==> src/pif_pkg.sv <==
// Purpose: constants and types for the peripheral flag and reset-cause block
// Assumes: APB slave, 32-bit data, 8-bit registers in the low byte
// Notes: offsets of both registers and of the mask register are local choices
//
// What this block does
// Each flag sets on its event regardless of any enable bit.
// Software clears flags before enabling and after servicing an interrupt.
// Only the first of three peripheral flag registers is implemented here.
// Parallel port flag, bit 7, sets on port access, held until cleared.
// Converter flag, bit 6, sets on conversion done, software clears it.
// Serial receive flag, bit 5, read-only, mirrors receive buffer full.
// Serial transmit flag, bit 4, read-only, mirrors transmit buffer empty.
// Sync serial flag, bit 3, sets on transfer done, software clears it.
// Capture mode: capture/compare flag, bit 2, sets on timer capture.
// Compare mode: same flag sets on match; unused in PWM mode.
// Period match flag, bit 1, sets when timer count equals period.
// Timer overflow flag, bit 0, sets on overflow, software clears it.
// Reset-cause bit 7 enables interrupt priority levels when set.
// Reset-cause register records reset instruction, watchdog, power-down, BOR; the POR bit is set only by software writes.
// Reset-cause bit 5 is unimplemented and reads zero.
// Writes to read-only flags are ignored; writable flags take written value.
package pif_pkg;
    localparam logic [7:0] PIF_OFF_FLAG1 = 8'h00;
    localparam logic [7:0] PIF_OFF_RCAUSE = 8'h04;
    localparam logic [7:0] PIF_OFF_MASK = 8'h08;
    localparam logic [7:0] PIF_OFF_ISTAT = 8'h0C;
    // Flag register layout
    localparam int PIF_B_PAR = 7;
    localparam int PIF_B_CONV = 6;
    localparam int PIF_B_RX = 5;
    localparam int PIF_B_TX = 4;
    localparam int PIF_B_SYNC = 3;
    localparam int PIF_B_CAPCMP = 2;
    localparam int PIF_B_PERIOD = 1;
    localparam int PIF_B_OVF = 0;
    localparam logic [7:0] PIF_FLAG_WR_MASK = 8'hCF;
    localparam logic [7:0] PIF_FLAG_RESET = 8'h00;
    // Reset-cause layout
    localparam int PIF_R_PRIO = 7;
    localparam int PIF_R_SBOR = 6;
    localparam int PIF_R_RI = 4;
    localparam int PIF_R_TO = 3;
    localparam int PIF_R_PD = 2;
    localparam int PIF_R_POR = 1;
    localparam int PIF_R_BOR = 0;
    localparam logic [7:0] PIF_RCAUSE_RESET = 8'h5C;
    localparam logic [7:0] PIF_RCAUSE_WR_MASK = 8'hD3;
    localparam logic [7:0] PIF_RCAUSE_IMPL = 8'hDF;
    localparam logic [7:0] PIF_MASK_RESET = 8'h00;
    localparam logic [31:0] PIF_ZERO32 = 32'h0000_0000;

    typedef enum logic [1:0] {
        PIF_CCP_CAPTURE = 2'b00,
        PIF_CCP_COMPARE = 2'b01,
        PIF_CCP_PWM = 2'b10
    } pif_ccp_mode_type;

    // Raw peripheral event strobes, one pulse each
    typedef struct packed {
        logic par_done;
        logic conv_done;
        logic sync_done;
        logic capture;
        logic compare;
        logic period_match;
        logic ovf;
    } pif_events_type;

    // Reset-cause event pulses
    typedef struct packed {
        logic reset_instr;
        logic wdt_timeout;
        logic sleep_entry;
        logic wake;
        logic brownout;
    } pif_rcause_ev_type;
endpackage : pif_pkg

==> src/pif_sync.sv <==
// Purpose: two-flop synchroniser for a bus of levels
// Assumes: inputs are slow levels or stretched pulses
// Notes: first stage is read only by the second
`timescale 1ns/1ps
`default_nettype none
module pif_sync #(
    parameter int WIDTH = 1
) (
    input wire logic pclk,
    input wire logic presetn,
    input wire logic [WIDTH-1:0] d,
    output logic [WIDTH-1:0] q
);
    logic [WIDTH-1:0] meta;

    always_ff @(posedge pclk or negedge presetn) begin
        if (!presetn) begin
            meta <= '0;
            q <= '0;
        end else begin
            meta <= d;
            q <= meta;
        end
    end
endmodule : pif_sync
`default_nettype wire

==> src/pif_flags.sv <==
// Purpose: peripheral interrupt flag register 1 and reset-cause register over APB
// Assumes: event strobes and buffer levels come from logic on pclk
// Notes: reset-cause events may come from other domains and are synchronised
//
// The placing of the registers and the APB interface to the registers are this design's own decisions.
`timescale 1ns/1ps
`default_nettype none
module pif_flags
    import pif_pkg::*;
(
    input wire logic pclk,
    input wire logic presetn,
    input wire logic psel,
    input wire logic penable,
    input wire logic pwrite,
    input wire logic [7:0] paddr,
    input wire logic [31:0] pwdata,
    output logic [31:0] prdata,
    output logic pready,
    output logic pslverr,
    input wire pif_events_type events,
    input wire pif_ccp_mode_type ccp_mode,
    input wire logic rx_buf_full,
    input wire logic tx_buf_empty,
    input wire pif_rcause_ev_type rcause_ev,
    output logic prio_enable,
    output logic sw_brownout_enable,
    output logic irq
);
    logic [7:0] flag1;
    logic [7:0] rcause;
    logic [7:0] mask;
    logic [7:0] istat;
    logic [7:0] next_flag1;
    logic [7:0] rise;
    logic [4:0] rc_sync;
    logic [4:0] rc_prev;
    logic [4:0] rc_pulse;
    logic wr_acc;
    logic rd_acc;
    logic rd_acc_q;
    logic [7:0] rd_addr_q;
    logic flag_wr;
    logic rc_wr;

    function automatic logic hit(input logic [7:0] a, input logic [7:0] off);
        hit = (a == off);
    endfunction : hit

    function automatic logic mapped(input logic [7:0] a);
        mapped = hit(a, PIF_OFF_FLAG1) || hit(a, PIF_OFF_RCAUSE)
            || hit(a, PIF_OFF_MASK) || hit(a, PIF_OFF_ISTAT);
    endfunction : mapped

    assign wr_acc = psel && penable && pwrite && pready;
    assign rd_acc = psel && penable && !pwrite && pready;
    assign flag_wr = wr_acc && hit(paddr, PIF_OFF_FLAG1);
    assign rc_wr = wr_acc && hit(paddr, PIF_OFF_RCAUSE);

    ////////////////////////////////////////////////////////////////////////
    // Reset-cause events cross in from other domains
    pif_sync #(.WIDTH(5)) u_rc_sync (
        .pclk(pclk),
        .presetn(presetn),
        .d(rcause_ev),
        .q(rc_sync)
    );

    always_ff @(posedge pclk or negedge presetn) begin
        if (!presetn) begin
            rc_prev <= '0;
        end else begin
            rc_prev <= rc_sync;
        end
    end
    assign rc_pulse = rc_sync & ~rc_prev;

    ////////////////////////////////////////////////////////////////////////
    // Flag register 1
    always_comb begin
        next_flag1 = flag1;
        if (wr_acc && hit(paddr, PIF_OFF_FLAG1)) begin
            next_flag1 = (flag1 & ~PIF_FLAG_WR_MASK) | (pwdata[7:0] & PIF_FLAG_WR_MASK);
        end
        // Sets last so an event beats a same-cycle clear
        if (events.par_done) next_flag1[PIF_B_PAR] = 1'b1;
        if (events.conv_done) next_flag1[PIF_B_CONV] = 1'b1;
        if (events.sync_done) next_flag1[PIF_B_SYNC] = 1'b1;
        if (ccp_mode == PIF_CCP_CAPTURE && events.capture) begin
            next_flag1[PIF_B_CAPCMP] = 1'b1;
        end
        if (ccp_mode == PIF_CCP_COMPARE && events.compare) begin
            next_flag1[PIF_B_CAPCMP] = 1'b1;
        end
        if (events.period_match) next_flag1[PIF_B_PERIOD] = 1'b1;
        if (events.ovf) next_flag1[PIF_B_OVF] = 1'b1;
        // Buffer status bits are live mirrors; the serial block clears them
        next_flag1[PIF_B_RX] = rx_buf_full;
        next_flag1[PIF_B_TX] = tx_buf_empty;
    end

    always_ff @(posedge pclk or negedge presetn) begin
        if (!presetn) begin
            flag1 <= PIF_FLAG_RESET;
        end else begin
            flag1 <= next_flag1;
        end
    end

    ////////////////////////////////////////////////////////////////////////
    // Reset-cause register; status bits are active-low style set/clear
    always_ff @(posedge pclk or negedge presetn) begin
        if (!presetn) begin
            rcause <= PIF_RCAUSE_RESET;
        end else begin
            if (wr_acc && hit(paddr, PIF_OFF_RCAUSE)) begin
                rcause <= (rcause & ~PIF_RCAUSE_WR_MASK)
                    | (pwdata[7:0] & PIF_RCAUSE_WR_MASK);
            end
            // Hardware events override a same-cycle write
            if (rc_pulse[4]) rcause[PIF_R_RI] <= 1'b0;
            if (rc_pulse[3]) rcause[PIF_R_TO] <= 1'b0;
            if (rc_pulse[2]) rcause[PIF_R_PD] <= 1'b0;
            if (rc_pulse[1]) rcause[PIF_R_PD] <= 1'b1;
            if (rc_pulse[0]) rcause[PIF_R_BOR] <= 1'b0;
        end
    end

    always_ff @(posedge pclk or negedge presetn) begin
        if (!presetn) begin
            prio_enable <= PIF_RCAUSE_RESET[PIF_R_PRIO];
            sw_brownout_enable <= PIF_RCAUSE_RESET[PIF_R_SBOR];
        end else begin
            prio_enable <= rcause[PIF_R_PRIO];
            sw_brownout_enable <= rcause[PIF_R_SBOR];
        end
    end

    ////////////////////////////////////////////////////////////////////////
    // Interrupt status, mask and output
    assign rise = next_flag1 & ~flag1;

    always_ff @(posedge pclk or negedge presetn) begin
        if (!presetn) begin
            mask <= PIF_MASK_RESET;
        end else if (wr_acc && hit(paddr, PIF_OFF_MASK)) begin
            mask <= pwdata[7:0];
        end
    end

    always_ff @(posedge pclk or negedge presetn) begin
        if (!presetn) begin
            istat <= '0;
        end else if (rd_acc && hit(paddr, PIF_OFF_ISTAT)) begin
            istat <= rise; // Read clears, new edge still lands
        end else begin
            istat <= istat | rise;
        end
    end

    always_ff @(posedge pclk or negedge presetn) begin
        if (!presetn) begin
            irq <= 1'b0;
        end else begin
            irq <= |(next_istat_f(istat, rise, rd_acc && hit(paddr, PIF_OFF_ISTAT)) & mask);
        end
    end

    function automatic logic [7:0] next_istat_f(input logic [7:0] s, input logic [7:0] r,
                                                input logic clr);
        next_istat_f = clr ? r : (s | r);
    endfunction : next_istat_f

    ////////////////////////////////////////////////////////////////////////
    // APB slave: zero wait states, error on unmapped address
    always_ff @(posedge pclk or negedge presetn) begin
        if (!presetn) begin
            pready <= 1'b0;
            pslverr <= 1'b0;
        end else begin
            pready <= psel && !penable;
            pslverr <= psel && !penable && !mapped(paddr);
        end
    end

    always_ff @(posedge pclk or negedge presetn) begin
        if (!presetn) begin
            prdata <= PIF_ZERO32;
        end else if (psel && !penable && !pwrite) begin
            prdata <= PIF_ZERO32;
            if (hit(paddr, PIF_OFF_FLAG1)) prdata[7:0] <= next_flag1;
            else if (hit(paddr, PIF_OFF_RCAUSE)) prdata[7:0] <= rcause & PIF_RCAUSE_IMPL;
            else if (hit(paddr, PIF_OFF_MASK)) prdata[7:0] <= mask;
            else if (hit(paddr, PIF_OFF_ISTAT)) prdata[7:0] <= istat | rise;
        end
    end

    always_ff @(posedge pclk or negedge presetn) begin
        if (!presetn) begin
            rd_acc_q <= 1'b0;
            rd_addr_q <= '0;
        end else begin
            rd_acc_q <= rd_acc;
            rd_addr_q <= paddr;
        end
    end

    ////////////////////////////////////////////////////////////////////////
    // Checks
    chk_par_set: assert property (@(posedge pclk) disable iff (!presetn)
        events.par_done |=> flag1[PIF_B_PAR])
        else $error("parallel flag not set");
    chk_conv_set: assert property (@(posedge pclk) disable iff (!presetn)
        events.conv_done |=> flag1[PIF_B_CONV])
        else $error("conversion flag not set");
    chk_rx_mirror: assert property (@(posedge pclk) disable iff (!presetn)
        flag1[PIF_B_RX] == $past(rx_buf_full))
        else $error("receive flag does not mirror buffer");
    chk_tx_mirror: assert property (@(posedge pclk) disable iff (!presetn)
        flag1[PIF_B_TX] == $past(tx_buf_empty))
        else $error("transmit flag does not mirror buffer");
    chk_sync_set: assert property (@(posedge pclk) disable iff (!presetn)
        events.sync_done |=> flag1[PIF_B_SYNC])
        else $error("sync serial flag not set");
    chk_pwm_quiet: assert property (@(posedge pclk) disable iff (!presetn)
        (ccp_mode == PIF_CCP_PWM && !flag1[PIF_B_CAPCMP] && !wr_acc)
        |=> !flag1[PIF_B_CAPCMP])
        else $error("capture flag set in PWM mode");
    chk_cap_set: assert property (@(posedge pclk) disable iff (!presetn)
        (ccp_mode == PIF_CCP_CAPTURE && events.capture) |=> flag1[PIF_B_CAPCMP])
        else $error("capture flag not set");
    chk_period_set: assert property (@(posedge pclk) disable iff (!presetn)
        events.period_match |=> flag1[PIF_B_PERIOD])
        else $error("period flag not set");
    chk_ovf_hold: assert property (@(posedge pclk) disable iff (!presetn)
        (flag1[PIF_B_OVF] && !wr_acc) |=> flag1[PIF_B_OVF])
        else $error("overflow flag dropped without write");
    chk_prio_out: assert property (@(posedge pclk) disable iff (!presetn)
        ##1 prio_enable == $past(rcause[PIF_R_PRIO]))
        else $error("priority enable output wrong");
    chk_unimpl_zero: assert property (@(posedge pclk) disable iff (!presetn)
        (rd_acc_q && rd_addr_q == PIF_OFF_RCAUSE) |-> (prdata[7:0] & ~PIF_RCAUSE_IMPL) == 8'h00)
        else $error("unimplemented bit read nonzero");
    chk_ro_write: assert property (@(posedge pclk) disable iff (!presetn)
        (wr_acc && hit(paddr, PIF_OFF_FLAG1)) |=> flag1[PIF_B_RX] == $past(rx_buf_full))
        else $error("write reached read-only flag");
    chk_wdt_cause: assert property (@(posedge pclk) disable iff (!presetn)
        rc_pulse[3] |=> !rcause[PIF_R_TO])
        else $error("watchdog cause not recorded");
    chk_ovf_set: assert property (@(posedge pclk) disable iff (!presetn)
        events.ovf |=> flag1[PIF_B_OVF])
        else $error("overflow flag not set");
    chk_cmp_set: assert property (@(posedge pclk) disable iff (!presetn)
        (ccp_mode == PIF_CCP_COMPARE && events.compare) |=> flag1[PIF_B_CAPCMP])
        else $error("compare flag not set");
    chk_cap_only: assert property (@(posedge pclk) disable iff (!presetn)
        (ccp_mode == PIF_CCP_CAPTURE && !events.capture && !flag1[PIF_B_CAPCMP] && !flag_wr)
        |=> !flag1[PIF_B_CAPCMP])
        else $error("compare event set flag in capture mode");
    chk_cmp_only: assert property (@(posedge pclk) disable iff (!presetn)
        (ccp_mode == PIF_CCP_COMPARE && !events.compare && !flag1[PIF_B_CAPCMP] && !flag_wr)
        |=> !flag1[PIF_B_CAPCMP])
        else $error("capture event set flag in compare mode");

    ////////////////////////////////////////////////////////////////////////
    // Software-clear flags drop only through a flag-register write
    chk_par_hold: assert property (@(posedge pclk) disable iff (!presetn)
        (flag1[PIF_B_PAR] && !flag_wr) |=> flag1[PIF_B_PAR])
        else $error("parallel flag dropped without write");
    chk_conv_hold: assert property (@(posedge pclk) disable iff (!presetn)
        (flag1[PIF_B_CONV] && !flag_wr) |=> flag1[PIF_B_CONV])
        else $error("conversion flag dropped without write");
    chk_sync_hold: assert property (@(posedge pclk) disable iff (!presetn)
        (flag1[PIF_B_SYNC] && !flag_wr) |=> flag1[PIF_B_SYNC])
        else $error("sync serial flag dropped without write");
    chk_capcmp_hold: assert property (@(posedge pclk) disable iff (!presetn)
        (flag1[PIF_B_CAPCMP] && !flag_wr) |=> flag1[PIF_B_CAPCMP])
        else $error("capture flag dropped without write");
    chk_period_hold: assert property (@(posedge pclk) disable iff (!presetn)
        (flag1[PIF_B_PERIOD] && !flag_wr) |=> flag1[PIF_B_PERIOD])
        else $error("period flag dropped without write");
    chk_flag_write: assert property (@(posedge pclk) disable iff (!presetn)
        (flag_wr && events == '0)
        |=> (flag1 & PIF_FLAG_WR_MASK) == ($past(pwdata[7:0]) & PIF_FLAG_WR_MASK))
        else $error("flag write not taken");
    chk_tx_ro: assert property (@(posedge pclk) disable iff (!presetn)
        flag_wr |=> flag1[PIF_B_TX] == $past(tx_buf_empty))
        else $error("write reached transmit flag");
    chk_istat_set: assert property (@(posedge pclk) disable iff (!presetn)
        rise != 8'h00 |=> (istat & $past(rise)) == $past(rise))
        else $error("status bit missed a flag edge");

    ////////////////////////////////////////////////////////////////////////
    // Reset-cause checks; a same-cycle event is left out of the write checks
    chk_rc_write: assert property (@(posedge pclk) disable iff (!presetn)
        (rc_wr && rc_pulse == '0)
        |=> (rcause & PIF_RCAUSE_WR_MASK) == ($past(pwdata[7:0]) & PIF_RCAUSE_WR_MASK))
        else $error("reset-cause write not taken");
    chk_rc_status_ro: assert property (@(posedge pclk) disable iff (!presetn)
        (rc_wr && rc_pulse == '0)
        |=> (rcause & ~PIF_RCAUSE_WR_MASK) == ($past(rcause) & ~PIF_RCAUSE_WR_MASK))
        else $error("write reached read-only cause bit");
    chk_rc_unimpl: assert property (@(posedge pclk) disable iff (!presetn)
        (rcause & ~PIF_RCAUSE_IMPL) == 8'h00)
        else $error("unimplemented cause bit set");
    chk_ri_cause: assert property (@(posedge pclk) disable iff (!presetn)
        rc_pulse[4] |=> !rcause[PIF_R_RI])
        else $error("reset instruction cause not recorded");
    chk_pd_sleep: assert property (@(posedge pclk) disable iff (!presetn)
        (rc_pulse[2] && !rc_pulse[1]) |=> !rcause[PIF_R_PD])
        else $error("power-down cause not recorded");
    chk_pd_wake: assert property (@(posedge pclk) disable iff (!presetn)
        rc_pulse[1] |=> rcause[PIF_R_PD])
        else $error("wake did not set power-down bit");
    chk_bor_cause: assert property (@(posedge pclk) disable iff (!presetn)
        rc_pulse[0] |=> !rcause[PIF_R_BOR])
        else $error("brown-out cause not recorded");
endmodule : pif_flags
`default_nettype wire

==> config.mk <==
export PLATFORM = sky130hd
export DESIGN_NAME = pif_flags
export DESIGN_NICKNAME = d
export VERILOG_FILES = /design/src/pif_pkg.sv /design/src/pif_sync.sv /design/src/pif_flags.sv
export SDC_FILE = /design/constraint.sdc
export NUM_CORES = 1
export LEC_CHECK = 0
export ABC_AREA = 1
export BUFFER_PORTS_ARGS = -buffer_cell sky130_fd_sc_hd__buf_2
export CAP_MARGIN = 25
export CORE_ASPECT_RATIO = 1.1
export CORE_MARGIN = 8
export CORE_UTILIZATION = 38
export DETAILED_ROUTE_END_ITERATION = 8
export PLACE_DENSITY = 0.77
export SYNTH_ARGS = -nofsm -noshare
export SYNTH_HDL_FRONTEND = slang
export SYNTH_HIERARCHICAL = 1
export SYNTH_SLANG_ARGS = --single-unit
==> constraint.sdc <==
create_clock -name pclk -period 1.5 [get_ports pclk]
set_clock_uncertainty 0.15 [all_clocks]
set_input_delay 0.3 -clock pclk [delete_from_list [all_inputs] [get_ports pclk]]
set_output_delay 0.3 -clock pclk [all_outputs]
set_load 0.1 [all_outputs]
==> metrics.csv, run 1 <==
metric,value,unit
status,"complete, but fails checks",
failing checks,setup timing,
Final Cycle Share,112.5,%
Root Buffer,clkbuf_8,
post-synth top area share,47.79,%
post-synth top area cell,dfrtp_1,
layout cells sized above 1,39.75,%
PwrDens,895.4,nW/um^2
clock-pin slew on the worst setup and hold paths,0.07,ns
Initial DRC Count,121,
Post-Synthesis Cells,304,
die span in y,106.5,um
# setup viols final,17,
crit path DAT,1.75,ns
TritonCTS clock tree,yes,
first-pass GRT wire length,11.49,mm
Multi-input gate area,1169,sq um
Async SR Flop Fraction,100.0,%
# IOs,98,
CTS H-tree depth,3,
Via Count,2299,
Synth Warn #,6,
WL final,7.145,mm
crit end category,register,
CTS sink cnt,59,
GRT Overall Usage,14.00,%
CP max-delay cell,dfrtp_4,
sequential-to-total area share from yosys stat,52.43,%
drt first pass iters,5,
Final Power,3.486,mW
Worst Setup Start Kind,register,
Post-DP Area,3478,sq um
number of flops mapped to enable cells by yosys,0,
initial antenna violation count,0,
nets@finish,456,
DPL Wire Length,5.021,mm
"slowest stage delay, CP",0.43,ns
Max Cap Viol,0,
final setup margin,-0.1875,ns
Yosys reg bits,59,
worst setup path category,reg -> reg,
Inst Count DP,460,
via/cell ratio,4.721,
RSZ-0062 raised after global routing,true,
synth top area cells,"dfrtp_1 (48%), nand2_1 (9.3%), buf_4 (6.4%), inv_1 (6.0%), dfstp_2 (4.6%)",
Max Fclk,592.6,MHz
top post-synthesis cells by count,"nand2_1 (70), dfrtp_1 (54), inv_1 (45)",
Most common cell on crit path,nand2_1,
area delta synth->final,37.70,%
Internal,2.382,mW
Tmin final,1.688,ns
DRC,0,
Clk pwr share,37.1,%
RePlAce Congestion,0.8334,
Die Width,98.25,um
Slew Limit Fails,0,
n_diodes,0,
WL per Instance,14.67,um
Clock Tree Buf Depth,2,
FILL cells,649,
largest net degree at the start of global routing,30,
Main synth FF type,dfrtp_1,
clk_lat worst skew,0.34,ns
Worst VDD drop,0.0004938,V
die area,10460,sq um
most common cell in the synthesized netlist,nand2_1,
CP cell instances,nand2_4 -> nor2_8 -> nand2_1 -> buf_4 -> nand2_1 -> o21ai_0,
vias in the first global route,2472,
Mapped Avg Cell Area,9.302,sq um
Static Leakage,2.006,nW
CP required,1.56,ns
NetSw,1.104,mW
Storage cell area,1486,sq um
Layout Cells excl Fill,487,
Comb pwr share,15.6,%
antenna-violating nets left,0,
Buffers on Ports,49,
sequential share of power,47.3,%
Yosys cell types,34,
GRT overflow,0,
Sw Share,31.66,%
Hold Path Class,in -> reg,
initial core utilization,38.47,%
core area,7350,sq um
hold_ws,0.04631,ns
cell area after layout,3894,sq um
final hold vios,0,
Post-Syn Area,2828,sq um
Worst Path Max Fanout,6,
Rows,33,
CTS Buf Count,9,
[cell type report]
class	count	area share [%]
flip-flops and latches	59	38.17
multi-input cells	193	30.01
repair buffers	83	19.54
inverters	49	4.884
clock buffers	10	3.535
well taps	87	2.796
clock inverters	6	1.060
[kinds of logic after synthesis]
group | share of synthesized area [%]
AOI/OAI and AO/OA | 8.274
other | 0.1326
and+or+nand+nor | 23.41
buffers and inverters | 13.76
muxes | 1.991
DFF | 52.43
[placed cells by master, fill, tap and decap left out, types with 6 or more instances in the layout]
cell,Yosys,layout
a21oi_1,6,6
buf_12,0,16
buf_2,0,36
buf_4,24,21
clkbuf_8,0,10
conb_1,1,24
dfrtp_1,54,53
dlygate4sd3_1,0,8
inv_1,45,41
nand2_1,70,64
nand2_2,10,12
nand3_1,11,7
nand3_2,9,9
nor2_1,11,10
o21ai_0,17,14
o21ai_2,7,7
[worst max-delay path: cells and delay by family, from the launching register on]
family / cells / cell delay [ns]
buffers and inverters: 1 / 0.26
AND/OR/NAND/NOR: 4 / 0.62
flip-flops: 1 / 0.43
AO/OA/AOI/OAI: 1 / 0.10
[path summary, 6_finish.rpt]
check	slack [ns]	from	to	cells past startpoint
worst max-delay path	-0.19	pready	mask[7]	6
worst min-delay path	0.05	pwdata[5]	mask[5]	2
worst max register to register	-0.19	pready	mask[7]	6
worst min register to register	0.20	u_rc_sync/meta[1]	u_rc_sync/q[1]	0
max in group asynchronous	0.40	presetn	prio_enable	3
min in group asynchronous	0.23	presetn	u_rc_sync/meta[4]	2
[layer usage]
layer / up-vias / share of wire, % / GRT usage [%]
met3: 18 / 7.7 / 5.098
li1: 1089 / - / -
met2: 90 / 51 / 24.44
met4: 0 / 2.1 / 6.806
met5: - / 0 / 0
met1: 1102 / 39 / 14.71
[state kept, by name, summed over array words and instances (netlist names), 5 cells and up]
name and cells:
flag1 8, istat 8, mask 8, prdata 8
rcause 7, rc_prev 5, u_rc_sync/meta 5, u_rc_sync/q 5
[timing repair]
item,4_1_cts,5_1_grt
pin swaps,7,6
setup endpoints to repair,17,25
hold endpoints to repair,35,0
hold buffers,8,0
gates resized for setup,9,22
setup buffers,2,1
[power groups by stage]
stage / Clock (mW) / Combinational (mW) / Sequential [mW]
after floorplan: 0 / 0.368 / 1.72
after global routing: 1.39 / 0.575 / 1.65
after CTS: 1.33 / 0.540 / 1.65
final: 1.29 / 0.545 / 1.65
after global placement: 0 / 0.513 / 1.68
after detailed placement: 0 / 0.520 / 1.68
[through the flow]
step,TNS (ns),setup slack [ns],util [%]
2_1_floorplan,-2.577,-0.2330,-
3_3_place_gp,-4.646,-0.2678,47.33
3_5_place_dp,-5.697,-0.3190,47.33
4_1_cts,-1.399,-0.1173,51.67
5_1_grt,-3.011,-0.2430,52.98
6_report,-1.799,-0.1875,52.98
Note: power is estimated with default switching activity, not from simulation.
==> run 2: changes to the inputs <==
BUFFER_PORTS_ARGS = default   (was -buffer_cell sky130_fd_sc_hd__buf_2)
DONT_BUFFER_PORTS = 1   (was default)
PLACE_DENSITY = 0.65   (was 0.77)
==> metrics.csv, run 2 (synthesis results as in run 1) <==
metric,value,unit
WL final,6.421,mm
cell area after layout,3670,sq um
Hold Path Class,in -> async,
"leading cell type in the layout, fill and taps excluded",nand2_1,
Worst Setup Start Kind,register,
Via Count,2073,
Internal,2.729,mW
via/cell ratio,4.516,
CP required,1.57,ns
setup TNS,-0.8653,ns
Slew Limit Fails,0,
clk_lat worst skew,0.34,ns
Tmin final,1.660,ns
crit path DAT,1.73,ns
post-layout util,49.93,%
Worst Path Max Fanout,7,
vias in the first global route,2126,
GRT Overall Usage,12.88,%
hold_ws,-0.4946,ns
failing checks,"hold timing, setup timing",
n_diodes,0,
Final Power,3.728,mW
first-pass GRT wire length,10.45,mm
CTS H-tree depth,3,
WL per Instance,13.99,um
status,"complete, but fails checks",
RePlAce Congestion,0.7963,
worst setup path category,reg -> reg,
pre-CTS setup slack,-0.2184,ns
Max Fclk,602.6,MHz
drt first pass iters,4,
Max Cap Viol,0,
Rows,33,
CTS sink cnt,59,
die span in y,106.5,um
antenna-violating nets left,0,
most frequent cells in the layout,"nand2_1 (63), dfrtp_1 (53), inv_1 (44)",
layout cells sized above 1,30.38,%
Clock Tree Buf Depth,2,
final hold vios,59,
initial antenna violation count,0,
RSZ-0062 raised after global routing,true,
nets@finish,428,
clock-pin slew on the worst setup and hold paths,0.07,ns
GRT overflow,0,
Post-DP Area,3148,sq um
FILL cells,693,
initial core utilization,38.47,%
Die Width,98.25,um
Layout Cells excl Fill,459,
hold_buf cts,18,
Inst Count DP,419,
CTS Buf Count,9,
core area,7350,sq um
# setup viols final,16,
die area,10460,sq um
sequential share of power,44.2,%
Buffers on Ports,0,
Sw Share,26.80,%
Comb pwr share,12.2,%
DPL Wire Length,4.518,mm
Static Leakage,1.892,nW
Final Cycle Share,110.6,%
Worst VDD drop,0.0009545,V
final setup margin,-0.1595,ns
DRC,0,
area delta synth->final,29.78,%
NetSw,0.9994,mW
TritonCTS clock tree,yes,
Clk pwr share,43.7,%
largest net degree at the start of global routing,60,
Root Buffer,clkbuf_8,
# IOs,98,
PwrDens,1016,nW/um^2
crit end category,register,
Initial DRC Count,90,
[run 2: cell count changes in the layout (fill, tap and decap cells not counted), sizes merged]
cell,before,now
clkinvlp,4,0
clkbuf,10,11
dlygate4sd3,8,18
bufinv,0,2
inv,46,47
buf,75,37
[run 2: worst paths after layout]
kind	start	to	slack (ns)	cells past startpoint
setup / recovery	pready	irq	-0.16	11
hold / removal	presetn	u_rc_sync/meta[4]	-0.49	0
setup reg to reg	pready	irq	-0.16	11
hold reg to reg	u_rc_sync/meta[3]	u_rc_sync/q[3]	0.20	0
max in group asynchronous	presetn	rcause[2]	1.50	0
min in group pclk	pwdata[6]	flag1[6]	0.02	2
[run 2: final cells by class]
cell class	count	area, sq um	area share [%]
sequential	59	1486	40.50
multi-input combinational	193	1106	30.14
timing repair buffer	55	553.0	15.07
inverter	49	188.9	5.148
clock buffer	11	151.4	4.125
tap	87	108.9	2.966
clock inverter	5	75.07	2.046
[run 2: power groups by stage]
stage / combinational, mW / sequential [mW] / clock, mW
after floorplan: 0.368 / 1.72 / 0
after global placement: 0.402 / 1.67 / 0
after detailed placement: 0.404 / 1.68 / 0
after CTS: 0.445 / 1.65 / 1.67
after global routing: 0.472 / 1.65 / 1.74
final: 0.454 / 1.65 / 1.63
[run 2: timing repair]
action	CTS	global route
endpoints found under the setup margin	17	24
cloned	0	0
pin swaps	6	5
resized for setup	7	17
endpoints found under the hold margin	82	59
setup buffers	4	2
[run 2: per-layer routing]
metal | vias to the layer above | track usage, % | share of wire (%)
li1 | 1036 | - | -
met1 | 962 | 14.62 | 41
met2 | 68 | 21.45 | 49
met3 | 7 | 4.641 | 8.5
met4 | 0 | 5.708 | 1.2
met5 | - | 0 | 0
[run 2: critical path, cell delays in order, from the launching register on]
cell and delay, ns:
dfrtp_4 0.43, nand2_4 0.07, nor2_8 0.21, nand2_8 0.10
nand2_2 0.08, nand3_2 0.08, nand2_2 0.08, o21ai_2 0.06
nand2_1 0.05, nand2_1 0.06, nor2_1 0.11, nand2_1 0.06
